**src/verilog/lin_cmd_pkg.sv**
```systemverilog
`default_nettype none
package lin_cmd_pkg;

  // ==========================================================
  // Frame kinds seen on the link
  typedef enum logic [3:0] {
    FK_IDLE, FK_WRITE1, FK_WRITE2, FK_WRITE3, FK_WRITE4,
    FK_READ5, FK_READ6, FK_PREP7, FK_PREP8, FK_SLEEP
  } frame_kind_t;

  // ==========================================================
  // Command codes
  localparam logic [6:0] CMD_READ_POSITION = 7'h00;
  localparam logic [6:0] CMD_READ_COMPLETE = 7'h01;
  localparam logic [6:0] CMD_READ_NVM = 7'h02;
  localparam logic [6:0] CMD_READ_SHORT = 7'h03;
  localparam logic [6:0] CMD_GO_SAFE = 7'h04;
  localparam logic [6:0] CMD_ABRUPT_HALT = 7'h05;
  localparam logic [6:0] CMD_ZERO_POSITION = 7'h06;
  localparam logic [6:0] CMD_TWO_TARGET = 7'h08;
  localparam logic [6:0] CMD_LOAD_DRIVE = 7'h09;
  localparam logic [6:0] CMD_BURN_NVM = 7'h10;
  localparam logic [6:0] CMD_LOAD_STALL = 7'h16;
  localparam logic [6:0] CMD_MOVE_TARGET = 7'h0B;
  localparam logic [6:0] CMD_COMPACT_1 = 7'h0C;
  localparam logic [6:0] CMD_COMPACT_2 = 7'h0D;
  localparam logic [6:0] CMD_COMPACT_4 = 7'h0E;
  localparam logic [6:0] CMD_MOVE_AND_TUNE = 7'h2F;
  localparam logic [6:0] CMD_RAMPED_HALT = 7'h0F;

  // ==========================================================
  // Frame layout
  localparam int BYTE_W = 8;
  localparam int FRAME_BYTES = 8;
  localparam int DATA_W = BYTE_W * FRAME_BYTES;
  localparam int MARK_BIT = 7;
  localparam logic [7:0] PREP_APP_MARK = 8'h80;
  localparam logic [7:0] FILL_BYTE = 8'hFF;
  localparam logic [1:0] DIRECT4_MARK = 2'h2;
  localparam logic [3:0] LEN_SHORT = 4'h2;
  localparam logic [3:0] LEN_POSITION = 4'h4;
  localparam logic [3:0] LEN_LONG = 4'h8;

  // ==========================================================
  // Position resolution per stepping mode
  localparam logic [15:0] RES_MASK_0 = 16'hFFF8;
  localparam logic [15:0] RES_MASK_1 = 16'hFFFC;
  localparam logic [15:0] RES_MASK_2 = 16'hFFFE;
  localparam logic [15:0] RES_MASK_3 = 16'hFFFF;

  // ==========================================================
  // Host register map
  localparam logic [7:0] REG_FRAME = 8'h00;
  localparam logic [7:0] REG_DATA_LO = 8'h04;
  localparam logic [7:0] REG_DATA_HI = 8'h08;
  localparam logic [7:0] REG_STATUS = 8'h0C;
  localparam logic [7:0] REG_RSP_LO = 8'h10;
  localparam logic [7:0] REG_RSP_HI = 8'h14;
  localparam int FRAME_KIND_LSB = 0;
  localparam int FRAME_ID_LSB = 8;
  localparam int STATUS_LEN_LSB = 8;

  function automatic logic cmd_allowed(input frame_kind_t kind, input logic [6:0] code);
    logic ok;
    ok = 1'b0;
    unique case (code)
      CMD_GO_SAFE, CMD_ABRUPT_HALT, CMD_ZERO_POSITION, CMD_RAMPED_HALT:
        ok = (kind == FK_WRITE1);
      CMD_TWO_TARGET, CMD_LOAD_DRIVE, CMD_BURN_NVM, CMD_LOAD_STALL:
        ok = (kind == FK_WRITE4);
      CMD_MOVE_TARGET:
        ok = (kind == FK_WRITE1) || (kind == FK_WRITE3) || (kind == FK_WRITE4);
      CMD_COMPACT_1, CMD_COMPACT_2, CMD_COMPACT_4, CMD_MOVE_AND_TUNE:
        ok = (kind == FK_WRITE2);
      default:
        ok = 1'b0;
    endcase
    return ok;
  endfunction

  function automatic logic [15:0] resolve_position(input logic [15:0] pos,
                                                   input logic [1:0] mode);
    logic [15:0] mask;
    mask = RES_MASK_3;
    unique case (mode)
      2'h0: mask = RES_MASK_0;
      2'h1: mask = RES_MASK_1;
      2'h2: mask = RES_MASK_2;
      2'h3: mask = RES_MASK_3;
    endcase
    return pos & mask;
  endfunction

endpackage
`default_nettype wire

```
**src/verilog/lin_cmd_if.sv**
```systemverilog
`timescale 1ns/1ps
`default_nettype none
interface lin_cmd_if;
  // Frame from master, one cycle
  logic frm_valid;
  lin_cmd_pkg::frame_kind_t frm_kind;
  logic [5:0] frm_id;
  logic [lin_cmd_pkg::DATA_W-1:0] frm_data;
  // In-frame response from the node
  logic rsp_valid;
  logic [3:0] rsp_len;
  logic [lin_cmd_pkg::DATA_W-1:0] rsp_data;

  modport device (input frm_valid, frm_kind, frm_id, frm_data,
                  output rsp_valid, rsp_len, rsp_data);
  modport host (output frm_valid, frm_kind, frm_id, frm_data,
                input rsp_valid, rsp_len, rsp_data);
endinterface
`default_nettype wire

```
**src/verilog/lin_status_packer.sv**
```systemverilog
`timescale 1ns/1ps
`default_nettype none
module lin_status_packer (
  // Node state
  input wire logic end_switch_state,
  input wire logic [6:0] node_addr,
  input wire logic [15:0] position,
  input wire logic [7:0] state_byte,
  input wire logic [7:0] extra_byte,
  // Packed answers, first data byte lowest
  output logic [lin_cmd_pkg::DATA_W-1:0] position_bytes,
  output logic [lin_cmd_pkg::DATA_W-1:0] short_bytes
);
  localparam int B = lin_cmd_pkg::BYTE_W;
  logic [7:0] head;

  assign head = {end_switch_state, node_addr};
  // RULE19 byte order
  assign position_bytes = {{3{lin_cmd_pkg::FILL_BYTE}}, extra_byte, state_byte,
                           position[B-1:0], position[2*B-1:B], head};
  // RULE22 same status byte
  assign short_bytes = {{6{lin_cmd_pkg::FILL_BYTE}}, state_byte, head};
endmodule
`default_nettype wire

```
**src/verilog/lin_cmd_device.sv**
```systemverilog
// Functional notes
// RULE1 - Position read 0x00: prep 7/8, read 5/6
// RULE2 - Complete state 0x01: prep 7/8, read 6
// RULE3 - NVM readback 0x02: prep 7/8, read 6
// RULE4 - Short state 0x03: direct read 5
// RULE5 - 0x04 in write 1: go safe
// RULE6 - 0x05 abrupt halt, 0x0F ramped halt
// RULE7 - 0x06 in write 1: zero position
// RULE8 - 0x08 in write 4: two-target move
// RULE9 - 0x09 in write 4: load drive params
// RULE10 - 0x10 in write 4: burn NVM byte
// RULE11 - 0x16 in write 4: load stall detect
// RULE12 - 0x0B move accepted in write 1,3,4
// RULE13 - 0x0C/0D/0E write 2 compact targets
// RULE14 - 0x2F write 2 moves and tunes
// RULE15 - Sleep if permitted, else stop
// RULE16 - All-node bit zero ignores address
// RULE17 - Position signed, unresolved bits zero
// RULE18 - Position read clears no flag
// RULE19 - Type 5 answer: four bytes, marked
// RULE20 - Master gives each node direct ID
// RULE21 - Master prepares indirect read, then type 6
// RULE22 - Status byte equals short state
// RULE23 - Dynamic IDs for 2/4/8 byte writes
// RULE24 - Unknown commands are ignored
//
// The register offsets and the plain strobed port are this design's own decisions.
`timescale 1ns/1ps
`default_nettype none
module lin_cmd_device #(
  parameter int ADDR_W = 7
) (
  // Clock and reset
  input wire logic sys_clk,
  input wire logic rstn,
  // Link
  lin_cmd_if.device link,
  // Node setup
  input wire logic [ADDR_W-1:0] node_addr,
  input wire logic [5:0] pos_direct_id,
  input wire logic [5:0] state_direct_id,
  input wire logic sleep_permit,
  // Motion and flag state
  input wire logic end_switch_state,
  input wire logic [15:0] current_position,
  input wire logic [1:0] step_mode,
  input wire logic logic_supply_reset_flag,
  input wire logic missed_step_flag,
  input wire logic coil_fault_flag,
  input wire logic undervoltage_flag,
  input wire logic thermal_shutdown_flag,
  input wire logic thermal_warning_flag,
  input wire logic [1:0] temp_level,
  input wire logic [7:0] extra_state_byte,
  // Long answers supplied by the state store
  input wire logic [lin_cmd_pkg::DATA_W-1:0] long_rsp_data,
  // Command pulses to motion control
  output logic go_safe_target_cmd,
  output logic abrupt_halt_cmd,
  output logic ramped_halt_cmd,
  output logic zero_position_cmd,
  output logic two_target_move_cmd,
  output logic load_drive_params_cmd,
  output logic burn_nvm_byte_cmd,
  output logic load_stall_detect_cmd,
  output logic move_to_target_cmd,
  output logic compact_target_cmd,
  output logic move_and_tune_cmd,
  output logic enter_sleep,
  output logic enter_stop,
  output logic [lin_cmd_pkg::DATA_W-1:0] cmd_payload,
  // Read requests to the state store
  output logic long_read_req,
  output logic [6:0] long_read_code,
  output logic flag_clear_req
);
  localparam int B = lin_cmd_pkg::BYTE_W;
  localparam int M = lin_cmd_pkg::MARK_BIT;

  // Elaboration check: packer and frame layout assume 7-bit node numbers
  if (ADDR_W != 7) begin
    $error("node address must be 7 bits");
  end

  // ==========================================================
  // Frame decode
  logic [7:0] d1, d2, d3;
  logic [6:0] wr_code;
  logic wr_kind;
  logic wr_hit;
  logic prep_ok;
  logic [6:0] prep_code;
  logic [7:0] state_byte;
  logic [lin_cmd_pkg::DATA_W-1:0] pos_bytes, short_bytes;
  logic [6:0] pend_code;
  logic pend_valid;

  assign d1 = link.frm_data[B-1:0];
  assign d2 = link.frm_data[2*B-1:B];
  assign d3 = link.frm_data[3*B-1:2*B];
  assign wr_code = d1[6:0];
  // RULE23 writes on any dynamic ID
  assign wr_kind = link.frm_kind inside {lin_cmd_pkg::FK_WRITE1, lin_cmd_pkg::FK_WRITE2,
                                         lin_cmd_pkg::FK_WRITE3, lin_cmd_pkg::FK_WRITE4};
  // RULE16 all-node bit
  // RULE24 unsupported code ignored
  assign wr_hit = link.frm_valid && wr_kind &&
                  lin_cmd_pkg::cmd_allowed(link.frm_kind, wr_code) &&
                  (!d2[M] || d2[6:0] == node_addr);

  // Type 8 carries the application mark first, so code and address shift one byte
  always_comb begin
    prep_ok = 1'b0;
    prep_code = d1[6:0];
    if (link.frm_valid && link.frm_kind == lin_cmd_pkg::FK_PREP7) begin
      prep_ok = d1[M] && d2[M] && d2[6:0] == node_addr;
    end else if (link.frm_valid && link.frm_kind == lin_cmd_pkg::FK_PREP8) begin
      prep_code = d2[6:0];
      prep_ok = d1 == lin_cmd_pkg::PREP_APP_MARK && d2[M] && d3[M] &&
                d3[6:0] == node_addr;
    end
    // RULE1 RULE2 RULE3 prep-read codes
    if (!(prep_code inside {lin_cmd_pkg::CMD_READ_POSITION, lin_cmd_pkg::CMD_READ_COMPLETE,
                            lin_cmd_pkg::CMD_READ_NVM})) begin
      prep_ok = 1'b0;
    end
  end

  // RULE22 status byte layout
  assign state_byte = {logic_supply_reset_flag, missed_step_flag, coil_fault_flag,
                       undervoltage_flag, thermal_shutdown_flag, thermal_warning_flag,
                       temp_level};

  lin_status_packer packer (
    .end_switch_state(end_switch_state),
    .node_addr(node_addr),
    // RULE17 mask unresolved bits
    .position(lin_cmd_pkg::resolve_position(current_position, step_mode)),
    .state_byte(state_byte),
    .extra_byte(extra_state_byte),
    .position_bytes(pos_bytes),
    .short_bytes(short_bytes)
  );

  // ==========================================================
  // Write command pulses
  always_ff @(posedge sys_clk) begin
    if (!rstn) begin
      go_safe_target_cmd <= 1'b0;
      abrupt_halt_cmd <= 1'b0;
      ramped_halt_cmd <= 1'b0;
      zero_position_cmd <= 1'b0;
      two_target_move_cmd <= 1'b0;
      load_drive_params_cmd <= 1'b0;
      burn_nvm_byte_cmd <= 1'b0;
      load_stall_detect_cmd <= 1'b0;
      move_to_target_cmd <= 1'b0;
      compact_target_cmd <= 1'b0;
      move_and_tune_cmd <= 1'b0;
      cmd_payload <= '0;
    end else begin
      // RULE5 go safe
      go_safe_target_cmd <= wr_hit && wr_code == lin_cmd_pkg::CMD_GO_SAFE;
      // RULE6 two halts
      abrupt_halt_cmd <= wr_hit && wr_code == lin_cmd_pkg::CMD_ABRUPT_HALT;
      ramped_halt_cmd <= wr_hit && wr_code == lin_cmd_pkg::CMD_RAMPED_HALT;
      // RULE7 zero here
      zero_position_cmd <= wr_hit && wr_code == lin_cmd_pkg::CMD_ZERO_POSITION;
      // RULE8 two targets
      two_target_move_cmd <= wr_hit && wr_code == lin_cmd_pkg::CMD_TWO_TARGET;
      // RULE9 drive params
      load_drive_params_cmd <= wr_hit && wr_code == lin_cmd_pkg::CMD_LOAD_DRIVE;
      // RULE10 NVM burn
      burn_nvm_byte_cmd <= wr_hit && wr_code == lin_cmd_pkg::CMD_BURN_NVM;
      // RULE11 stall params
      load_stall_detect_cmd <= wr_hit && wr_code == lin_cmd_pkg::CMD_LOAD_STALL;
      // RULE12 target move
      move_to_target_cmd <= wr_hit && wr_code == lin_cmd_pkg::CMD_MOVE_TARGET;
      // RULE13 compact targets
      compact_target_cmd <= wr_hit && wr_code inside {lin_cmd_pkg::CMD_COMPACT_1,
                                                      lin_cmd_pkg::CMD_COMPACT_2,
                                                      lin_cmd_pkg::CMD_COMPACT_4};
      // RULE14 move and tune
      move_and_tune_cmd <= wr_hit && wr_code == lin_cmd_pkg::CMD_MOVE_AND_TUNE;
      // Payload only moves on an accepted write, so a rejected frame leaves it intact
      if (wr_hit) begin
        cmd_payload <= link.frm_data;
      end
    end
  end

  // ==========================================================
  // Sleep handling
  always_ff @(posedge sys_clk) begin
    if (!rstn) begin
      enter_sleep <= 1'b0;
      enter_stop <= 1'b0;
    end else begin
      // RULE15 permit selects
      enter_sleep <= link.frm_valid && link.frm_kind == lin_cmd_pkg::FK_SLEEP && sleep_permit;
      enter_stop <= link.frm_valid && link.frm_kind == lin_cmd_pkg::FK_SLEEP && !sleep_permit;
    end
  end

  // ==========================================================
  // Pending indirect read
  always_ff @(posedge sys_clk) begin
    if (!rstn) begin
      pend_valid <= 1'b0;
      pend_code <= lin_cmd_pkg::CMD_READ_POSITION;
      long_read_req <= 1'b0;
      long_read_code <= lin_cmd_pkg::CMD_READ_POSITION;
    end else begin
      long_read_req <= 1'b0;
      if (prep_ok) begin
        pend_valid <= 1'b1;
        pend_code <= prep_code;
        // Store gets a cycle of warning so long data is ready by the type 6 read
        long_read_req <= prep_code != lin_cmd_pkg::CMD_READ_POSITION;
        long_read_code <= prep_code;
      end else if (link.frm_valid && link.frm_kind == lin_cmd_pkg::FK_READ6) begin
        pend_valid <= 1'b0;
      end
    end
  end

  // ==========================================================
  // In-frame responses
  always_ff @(posedge sys_clk) begin
    if (!rstn) begin
      link.rsp_valid <= 1'b0;
      link.rsp_len <= '0;
      link.rsp_data <= '0;
      flag_clear_req <= 1'b0;
    end else begin
      link.rsp_valid <= 1'b0;
      flag_clear_req <= 1'b0;
      if (link.frm_valid && link.frm_kind == lin_cmd_pkg::FK_READ5) begin
        // RULE19 direct four-byte ID
        if (link.frm_id == pos_direct_id &&
            link.frm_id[5:4] == lin_cmd_pkg::DIRECT4_MARK) begin
          link.rsp_valid <= 1'b1;
          link.rsp_len <= lin_cmd_pkg::LEN_POSITION;
          link.rsp_data <= pos_bytes;
        // RULE4 direct short read
        end else if (link.frm_id == state_direct_id) begin
          link.rsp_valid <= 1'b1;
          link.rsp_len <= lin_cmd_pkg::LEN_SHORT;
          link.rsp_data <= short_bytes;
        end
      end else if (link.frm_valid && link.frm_kind == lin_cmd_pkg::FK_READ6 && pend_valid) begin
        link.rsp_valid <= 1'b1;
        link.rsp_len <= lin_cmd_pkg::LEN_LONG;
        // RULE18 no flag clear
        if (pend_code == lin_cmd_pkg::CMD_READ_POSITION) begin
          link.rsp_data <= pos_bytes;
        end else begin
          link.rsp_data <= long_rsp_data;
          // RULE2 complete state clears
          flag_clear_req <= pend_code == lin_cmd_pkg::CMD_READ_COMPLETE;
        end
      end
    end
  end
endmodule
`default_nettype wire

```
**src/flat_wrapper.sv**
```systemverilog
// flat-port wrapper written by rule: the top's interface ports become plain ports
module lin_cmd_device_flat 
#(
  parameter int ADDR_W = 7
)
  (sys_clk, rstn, node_addr, pos_direct_id, state_direct_id, sleep_permit, end_switch_state, current_position, step_mode, logic_supply_reset_flag, missed_step_flag, coil_fault_flag, undervoltage_flag, thermal_shutdown_flag, thermal_warning_flag, temp_level, extra_state_byte, long_rsp_data, go_safe_target_cmd, abrupt_halt_cmd, ramped_halt_cmd, zero_position_cmd, two_target_move_cmd, load_drive_params_cmd, burn_nvm_byte_cmd, load_stall_detect_cmd, move_to_target_cmd, compact_target_cmd, move_and_tune_cmd, enter_sleep, enter_stop, cmd_payload, long_read_req, long_read_code, flag_clear_req, link_frm_valid, link_frm_kind, link_frm_id, link_frm_data, link_rsp_valid, link_rsp_len, link_rsp_data);
  lin_cmd_if link_i ();
  input wire logic sys_clk;
  input wire logic rstn;
  input wire logic [ADDR_W-1:0] node_addr;
  input wire logic [5:0] pos_direct_id;
  input wire logic [5:0] state_direct_id;
  input wire logic sleep_permit;
  input wire logic end_switch_state;
  input wire logic [15:0] current_position;
  input wire logic [1:0] step_mode;
  input wire logic logic_supply_reset_flag;
  input wire logic missed_step_flag;
  input wire logic coil_fault_flag;
  input wire logic undervoltage_flag;
  input wire logic thermal_shutdown_flag;
  input wire logic thermal_warning_flag;
  input wire logic [1:0] temp_level;
  input wire logic [7:0] extra_state_byte;
  input wire logic [lin_cmd_pkg::DATA_W-1:0] long_rsp_data;
  output logic go_safe_target_cmd;
  output logic abrupt_halt_cmd;
  output logic ramped_halt_cmd;
  output logic zero_position_cmd;
  output logic two_target_move_cmd;
  output logic load_drive_params_cmd;
  output logic burn_nvm_byte_cmd;
  output logic load_stall_detect_cmd;
  output logic move_to_target_cmd;
  output logic compact_target_cmd;
  output logic move_and_tune_cmd;
  output logic enter_sleep;
  output logic enter_stop;
  output logic [lin_cmd_pkg::DATA_W-1:0] cmd_payload;
  output logic long_read_req;
  output logic [6:0] long_read_code;
  output logic flag_clear_req;
  input wire logic [$bits(link_i.frm_valid)-1:0] link_frm_valid;
  input wire logic [$bits(link_i.frm_kind)-1:0] link_frm_kind;
  input wire logic [$bits(link_i.frm_id)-1:0] link_frm_id;
  input wire logic [$bits(link_i.frm_data)-1:0] link_frm_data;
  output wire logic [$bits(link_i.rsp_valid)-1:0] link_rsp_valid;
  output wire logic [$bits(link_i.rsp_len)-1:0] link_rsp_len;
  output wire logic [$bits(link_i.rsp_data)-1:0] link_rsp_data;
  assign link_i.frm_valid = link_frm_valid;
  assign link_i.frm_kind = link_frm_kind;
  assign link_i.frm_id = link_frm_id;
  assign link_i.frm_data = link_frm_data;
  assign link_rsp_valid = link_i.rsp_valid;
  assign link_rsp_len = link_i.rsp_len;
  assign link_rsp_data = link_i.rsp_data;
  lin_cmd_device #(.ADDR_W(ADDR_W)) u_core (.sys_clk(sys_clk), .rstn(rstn), .link(link_i), .node_addr(node_addr), .pos_direct_id(pos_direct_id), .state_direct_id(state_direct_id), .sleep_permit(sleep_permit), .end_switch_state(end_switch_state), .current_position(current_position), .step_mode(step_mode), .logic_supply_reset_flag(logic_supply_reset_flag), .missed_step_flag(missed_step_flag), .coil_fault_flag(coil_fault_flag), .undervoltage_flag(undervoltage_flag), .thermal_shutdown_flag(thermal_shutdown_flag), .thermal_warning_flag(thermal_warning_flag), .temp_level(temp_level), .extra_state_byte(extra_state_byte), .long_rsp_data(long_rsp_data), .go_safe_target_cmd(go_safe_target_cmd), .abrupt_halt_cmd(abrupt_halt_cmd), .ramped_halt_cmd(ramped_halt_cmd), .zero_position_cmd(zero_position_cmd), .two_target_move_cmd(two_target_move_cmd), .load_drive_params_cmd(load_drive_params_cmd), .burn_nvm_byte_cmd(burn_nvm_byte_cmd), .load_stall_detect_cmd(load_stall_detect_cmd), .move_to_target_cmd(move_to_target_cmd), .compact_target_cmd(compact_target_cmd), .move_and_tune_cmd(move_and_tune_cmd), .enter_sleep(enter_sleep), .enter_stop(enter_stop), .cmd_payload(cmd_payload), .long_read_req(long_read_req), .long_read_code(long_read_code), .flag_clear_req(flag_clear_req));
endmodule
```
**config.mk**
```make
export PLATFORM = sky130hd
export DESIGN_NAME = lin_cmd_device_flat
export DESIGN_NICKNAME = d
export VERILOG_FILES = /design/src/verilog/lin_cmd_pkg.sv /design/src/verilog/lin_cmd_if.sv /design/src/verilog/lin_status_packer.sv /design/src/verilog/lin_cmd_device.sv /design/src/flat_wrapper.sv
export SDC_FILE = /design/constraint.sdc
export NUM_CORES = 1
export LEC_CHECK = 0
export CAP_MARGIN = 30
export CORE_AREA = 2 2 136 138
export CTS_BUF_LIST = sky130_fd_sc_hd__clkbuf_16
export DETAILED_ROUTE_END_ITERATION = 10
export DIE_AREA = 0 0 138 140
export DONT_BUFFER_PORTS = 1
export HOLD_SLACK_MARGIN = 0.06
export PLACE_DENSITY = 0.61
export SYNTH_ARGS = -nofsm -noshare
export SYNTH_HDL_FRONTEND = slang
export SYNTH_SLANG_ARGS = --single-unit
```
**constraint.sdc**
```tcl
create_clock -name sys_clk -period 4.9 [get_ports sys_clk]
set_clock_uncertainty 0.2 [all_clocks]
set_input_delay 0.735 -clock sys_clk [delete_from_list [all_inputs] [get_ports sys_clk]]
set_output_delay 0.735 -clock sys_clk [all_outputs]
set_load 0.02 [all_outputs]
```
==> run metrics, run 1 <==
outcome finished, final reports clean; height of the chip 140 um; clk slew on worst S/H paths about 60 ps; buffers inserted by post-CTS timing repair 0; Num Clock Sinks 155; number of rows in the core area 49; number of ports placed on the die boundary roughly 350; main flop type after synthesis dfxtp_1; Remaining Overflow, GRT 0; via total after detailed routing approximately 5,300; register area share after synthesis 0.449; final worst path period share 0.614; post-detailed-routing wire length between 15,000 and 20,000 um; cell family with most CP delay simple AND/OR/NAND/NOR gates; kind of end point of the critical path register; largest net degree at the start of global routing 175; maximum level of the CTS H-tree 4; routed wirelength normalized by instance count around 20 um; Worst Max-Slew Pin Slew 929 ps; area taken by flip-flops and latches 0.00310 sq mm; GRT Resource Usage Total 0.193; clock tree root buffer cell clkbuf_16; critical path fanouts, max 30; Vias per Instance 5.45; # diodes 0; crit path cell chain nand2b_4 -> or3_1 -> or4_4 -> nand2_4 -> nand2_4 -> inv_2 -> a22o_1; clock buffers created by TritonCTS 17; cell total after placement 948; Worst path max stage delay roughly 600 ps; Area growth, synth to finish 9.15%; arrival time of data at the critical path endpoint approximately 3200 ps; Final Hold Slack roughly 190 ps; endpoint required time on the critical path ~5100 ps; syn_area_per_cell slightly below 9 sq um; worst-path cell with the longest stage delay or4_4; commonest cells after routing, fill and taps aside nand2_1 (201), dfxtp_1 (155), mux2i_1 (73), nor2_1 (37), nand3_1 (32); number of distinct library cells after synthesis 55; Synth warnings 0; Pwr Total 2.62 mW; Clock Path Buffers 2; clock insertion delay at the later pin of the skew report about 400 ps; Post-synth EDFFs 0; reported leakage power between 2 and 3 nW; headroom to the max-slew limit 0.381; number of cells in the finished layout apart from fillers 978; number of gates given a new drive strength after cts 0; final estimated routing congestion in global placement 0.833; register bit total from synthesis ~160; kind of critical path input pin to register; core area between 0.015 and 0.02 sq mm; half-perimeter wire length of the detailed placement result approximately 14,000 um; Buf/Inv on CP 1; unrepaired setup endpoints after global routing no; Post-Synthesis Net Count about 970; number of hold-repair buffers added at the cts stage 0; setup-violating endpoint count in the final report 0; combined area of the multi-input logic cells between 0.003 and 0.004 sq mm; final critical-path required period approximately 3000 ps; top-area cell type share of the netlist area 0.449; worst vdd rail ir drop between 0.2 and 0.25 mV; final sum of negative setup slack 0 ps; min-delay worst type input pin to register; library cell occupying the most area in the post-synthesis netlist dfxtp_1; Pwr Density about 350 mW/mm^2; area of the die ~0.019 sq mm; remaining number of nets flagged by the antenna check after routing 0; antenna violations before repair 0; number of hold violations in the final report 0; crit path launch type input pin; ranking of synthesized cells by area dfxtp_1 (45%), nand2_1 (11%), mux2i_1 (11%), a22o_1 (3.7%), xnor2_1 (2.9%); Chip Width roughly 140 um; Peak Freq between 0.3 and 0.4 GHz; cell with the most instances on the worst path nand2_4; first-pass GRT wire length 29,700 um; gate count of the mapped netlist ~770; count of pins over their slew limit 0; initial core utilization 0.389; TritonCTS clock tree built; count of routing violations after the opening detailed-route iteration 380; number of I/O port buffers 0; leading cell type in the layout, fill and taps excluded nand2_1; cell area after synthesis between 0.006 and 0.007 sq mm; nets just over 900; fill count 1,828; via count of the first global-routing pass 5,141; count of TritonRoute iterations in the first routing pass 4; count of max-cap constraint violations 0; ratio of cells with drive above 1 in the final layout 0.111; async set-or-reset flop fraction in the synthesized netlist 0; number of remaining DRC errors 0
-- through the flow --
stage	setup WS, ps	util	cell area [sq um]
finish	1890	0.425	7550
global route	1670	0.425	7550
CTS	1890	0.425	7550
detailed placement	1460	0.393	7000
global placement	1480	0.392	6970
floorplan	2180	-	6920
-- final timing paths --
kind / startpoint / depth (start not counted) / to / slack [ps]
hold reg to reg: u_core.pend_valid / 2 / u_core.pend_valid / 270
setup / recovery: link_frm_kind[1] / 7 / u_core.link.rsp_data[39] / 1890
hold / removal: sleep_permit / 1 / u_core.enter_stop / 190
setup reg to reg: u_core.long_read_code[6] / 6 / u_core.link.rsp_data[1] / 1910
-- kinds of logic after synthesis --
group	after synthesis	share of synthesized area
AO/OA/AOI/OAI	78	0.0877
XOR/XNOR	25	0.0317
buffers and inverters	64	0.0458
flip-flops	155	0.449
multiplexers	75	0.109
other	1	0.000542
AND/OR/NAND/NOR	375	0.277
-- sequential cells by signal, indices dropped and copies added, names as in the netlist, 3 cells and up --
signal / flops
u_core.long_read_code: 7
u_core.link.rsp_len: 3
u_core.cmd_payload: 64
u_core.link.rsp_data: 64
-- report_power, final --
group | internal [mW] | total [mW] | switching (mW)
Sequential | 1.26 | 1.26 | 0.00256
Clock | 0.740 | 1.26 | 0.520
Combinational | 0.0458 | 0.0946 | 0.0488
-- synth_stat cells (all sizes together), types with 2 or more instances --
library cell,instances
and3b,3
o21ai,7
a22o,29
o2bb2ai,15
o22ai,2
nor4,8
a22oi,3
a21oi,6
nand4,6
nor4bb,2
mux2i,73
xor2,2
nor2,47
inv,4
nand3,32
nor3,25
clkbuf,40
and4,8
nand2,203
xnor2,23
a222oi,2
nor3b,21
nand2b,2
and3,9
buf,20
dfxtp,155
and2,2
mux2,2
nor2b,3
a31oi,6
-- layout make-up --
type	instances	share of cell area
timing repair buffer	6	0.00862
inverter	4	0.00199
clock buffer	17	0.0563
sequential	155	0.411
clock inverter	13	0.0172
tap	229	0.0379
multi-input combinational	554	0.467
-- worst reg2reg max path: stages (launching register included) --
cell and delay, ps:
dfxtp_1 400, nor4_1 340, nand2_1 240, o21ai_4 730, buf_4 570, mux2i_1 310
o2bb2ai_1 100
-- layer usage --
layer  track usage  share of wire  vias to the layer above
met5             0              0                        -
met4        0.0580          0.015                        0
met3        0.0694          0.077                       23
met2         0.314           0.48                      217
met1         0.241           0.43                     2499
li1              -              -                     2588
(Power assumes the default switching activity.)
==> run 2: changes to the inputs <==
- PLACE_DENSITY: 0.61 -> 0.63
- clock period: 4.9 -> 2.7 ns (I/O delays scaled with it)
==> run 2 against run 1 <==
Effect of this change:
- the run now fails in clock tree synthesis
- synthesized cell count did not move
- synthesized area did not move
==> run metrics, run 2 <==
number of I/O port buffers 0 (unchanged); library cell occupying the most area in the post-synthesis netlist dfxtp_1; Post-Synthesis Net Count 969 (unchanged); half-perimeter wire length of the detailed placement result 14,300 um (+0.80%); top-area cell type share of the netlist area 0.449 (unchanged); number of distinct library cells after synthesis 55 (unchanged); cell area after synthesis 0.00692 sq mm (unchanged); register area share after synthesis 0.449 (unchanged); number of hold-repair buffers added at the cts stage 199 (+199); number of gates given a new drive strength after cts 0 (unchanged); initial core utilization 0.389 (unchanged); Clock Path Buffers 2 (unchanged); Chip Width 138 um (unchanged); Post-synth EDFFs 0 (unchanged); outcome stopped before the end; dominant cell by count in the synthesized netlist nand2_1; number of ports placed on the die boundary 351 (unchanged); cell total after placement 959 (+1.2%); buffers inserted by post-CTS timing repair 0 (unchanged); tool error message [ERROR RSZ-0060] Max buffer count reached.; height of the chip 140 um (unchanged); final estimated routing congestion in global placement 0.801 (-3.9%); register bit total from synthesis 155 (unchanged); async set-or-reset flop fraction in the synthesized netlist 0 (unchanged); Synth warnings 0 (unchanged); top cell types by occurrence after synthesis nand2_1 (201), dfxtp_1 (155), mux2i_1 (73), clkbuf_1 (40), nor2_1 (37); maximum level of the CTS H-tree 4 (unchanged); ranking of synthesized cells by area dfxtp_1 (45%), nand2_1 (11%), mux2i_1 (11%), a22o_1 (3.7%), xnor2_1 (2.9%); stage where the flow stopped clock tree synthesis; gate count of the mapped netlist 773 (unchanged); clock tree root buffer cell clkbuf_16; clock buffers created by TritonCTS 17 (unchanged); Num Clock Sinks 155 (unchanged); syn_area_per_cell 8.95 sq um (unchanged); main flop type after synthesis dfxtp_1; number of rows in the core area 49 (unchanged)
==> run 2: logic make-up after synthesis <==
kind of cell              after synthesis  share of synthesized area
and+or+nand+nor                       375                      0.277
DFF                                   155                      0.449
AOI/OAI and AO/OA                      78                     0.0877
muxes                                  75                      0.109
buffers and inverters                  64                     0.0458
xor gates and xnor gates               25                     0.0317
other                                   1                   0.000542
==> run 2: per-stage QoR <==
step,cell area [sq um],setup WS [ps],hold WS [ps]
3_5_place_dp,7130,53.5,266
2_1_floorplan,6920,314,244
3_3_place_gp,7130,5.27,254
==> run 3: changes to the inputs <==
- CORE_AREA: 2 2 136 138 -> default
- CORE_UTILIZATION: default -> 35
- CTS_BUF_LIST: sky130_fd_sc_hd__clkbuf_16 -> default
- DIE_AREA: 0 0 138 140 -> default
- HOLD_SLACK_MARGIN: 0.06 -> default
- PLACE_DENSITY: 0.63 -> default
- PLACE_DENSITY_LB_ADDON: default -> 0.15
- clock period: 2.7 -> 3.5 ns (I/O delays scaled with it)
==> run 3 against run 2 <==
Effect of this change:
- the flow now finishes without violations
==> run metrics, run 3 (synthesis results as in run 1) <==
outcome finished, final reports clean; Worst Max-Slew Pin Slew about 1000 ps; Buf/Inv on CP 2; clock tree root buffer cell clkbuf_16; first-pass GRT wire length ~30,000 um; crit path cell chain nor4_1 -> nand2_1 -> o21ai_4 -> buf_4 -> buf_4 -> nor3_2 -> nor3b_1; count of TritonRoute iterations in the first routing pass 6; reported leakage power 2.77 nW; largest net degree at the start of global routing about 180; cell with the most instances on the worst path buf_4; startpoint of the worst-slack reg-to-reg timing path u_core.long_read_code[6]; clock buffers created by TritonCTS 17 (unchanged); number of cells in the finished layout apart from fillers about 1,000; final estimated routing congestion in global placement 0.777 (-3.0%); GRT Resource Usage Total 0.189; Clock Path Buffers 2 (unchanged); number of ports placed on the die boundary 351 (unchanged); clk slew on worst S/H paths 70 ps; antenna violations before repair 0; via total after detailed routing around 5,500; remaining number of nets flagged by the antenna check after routing 0; initial core utilization 0.357 (-0.0325); headroom to the max-slew limit 0.316; number of hold violations in the final report 0; half-perimeter wire length of the detailed placement result 14,600 um (+1.9%); final sum of negative setup slack 0 ps; count of pins over their slew limit 0; TritonCTS clock tree built; kind of critical path register to register; leading cell type in the layout, fill and taps excluded nand2_1; cell total after placement 990 (+3.2%); Chip Width 143 um (+3.3%); Final Hold Slack approximately 42 ps; routed wirelength normalized by instance count 19.4 um; Worst path max stage delay 830 ps; nets about 940; via count of the first global-routing pass between 5,000 and 6,000; final critical-path required period slightly below 3000 ps; area of the die 0.0203 sq mm; unrepaired setup endpoints after global routing no; critical path fanouts, max 37; min-delay worst type input pin to register; Pwr Density 494 mW/mm^2; biggest regs u_core.cmd_payload x64, u_core.link.rsp_data x64, u_core.long_read_code x7; count of routing violations after the opening detailed-route iteration 317; endpoint required time on the critical path ~3600 ps; Remaining Overflow, GRT 0; kind of end point of the critical path register; ratio of cells with drive above 1 in the final layout 0.120; number of rows in the core area 51 (+4.1%); worst-path cell with the longest stage delay o21ai_4; Vias per Instance between 5 and 6; maximum level of the CTS H-tree 4 (unchanged); core area ~0.019 sq mm; setup-violating endpoint count in the final report 0; worst vdd rail ir drop ~0.27 mV; HP Start link_frm_data[15]; clock insertion delay at the later pin of the skew report between 400 and 500 ps; number of I/O port buffers 0 (unchanged); count of max-cap constraint violations 0; Peak Freq 0.336 GHz; number of remaining DRC errors 0; commonest cells after routing, fill and taps aside nand2_1 (201), dfxtp_1 (155), mux2i_1 (73), nor2_1 (37), nand3_1 (32); height of the chip 143 um (+1.9%); Area growth, synth to finish 11.2%; cell family with most CP delay simple AND/OR/NAND/NOR gates; startpoint of the worst setup timing path u_core.long_read_code[6]; final worst path period share 0.850; post-detailed-routing wire length 19,800 um; arrival time of data at the critical path endpoint 3110 ps; # diodes 0; core utilization of the finished layout 0.397; Num Clock Sinks 155 (unchanged); crit path launch type register
==> run 3: cell type report <==
type | count | area (sq um)
multi-input combinational | 554 | 3520
clock buffer | 19 | 433
sequential | 155 | 3100
timing repair buffer | 13 | 120
fill | 1961 | 11700
inverter | 4 | 15.0
tap | 265 | 332
clock inverter | 12 | 165
==> run 3: power breakdown <==
group          switching, mW  internal (mW)  total (mW)
Clock                  0.767           1.13        1.90
Sequential           0.00358           1.77        1.77
Combinational         0.0656         0.0659       0.132
==> run 3: metal layers <==
metal / vias to the layer above / global-route usage / routed length [um]
li1: 2604 / - / -
met1: 2610 / 0.228 / 8110
met2: 236 / 0.310 / 9610
met3: 22 / 0.0727 / 1800
met4: 0 / 0.0589 / 284
met5: - / 0 / 0
==> run 3: repair_timing <==
action                    CTS  global route
hold buffers                1             0
gates resized for setup     0             0
hold endpoints to repair    2             0
setup buffers               0             0
==> run 3: worst paths after layout <==
check / slack (ps) / cells past startpoint / to
max: 520 / 7 / u_core.link.rsp_data[44]
min: 40 / 2 / u_core.cmd_payload[15]
max reg2reg: 520 / 7 / u_core.link.rsp_data[44]
min reg2reg: 270 / 2 / u_core.pend_valid
==> run 3: through the flow <==
step	power [mW]	worst slack (ps)	instance area, sq um
4_1_cts	3.85	497	7690
6_report	3.80	525	7690
3_5_place_dp	1.94	506	7080
2_1_floorplan	1.95	994	6920
5_1_grt	3.95	249	7690
3_3_place_gp	1.94	515	7060
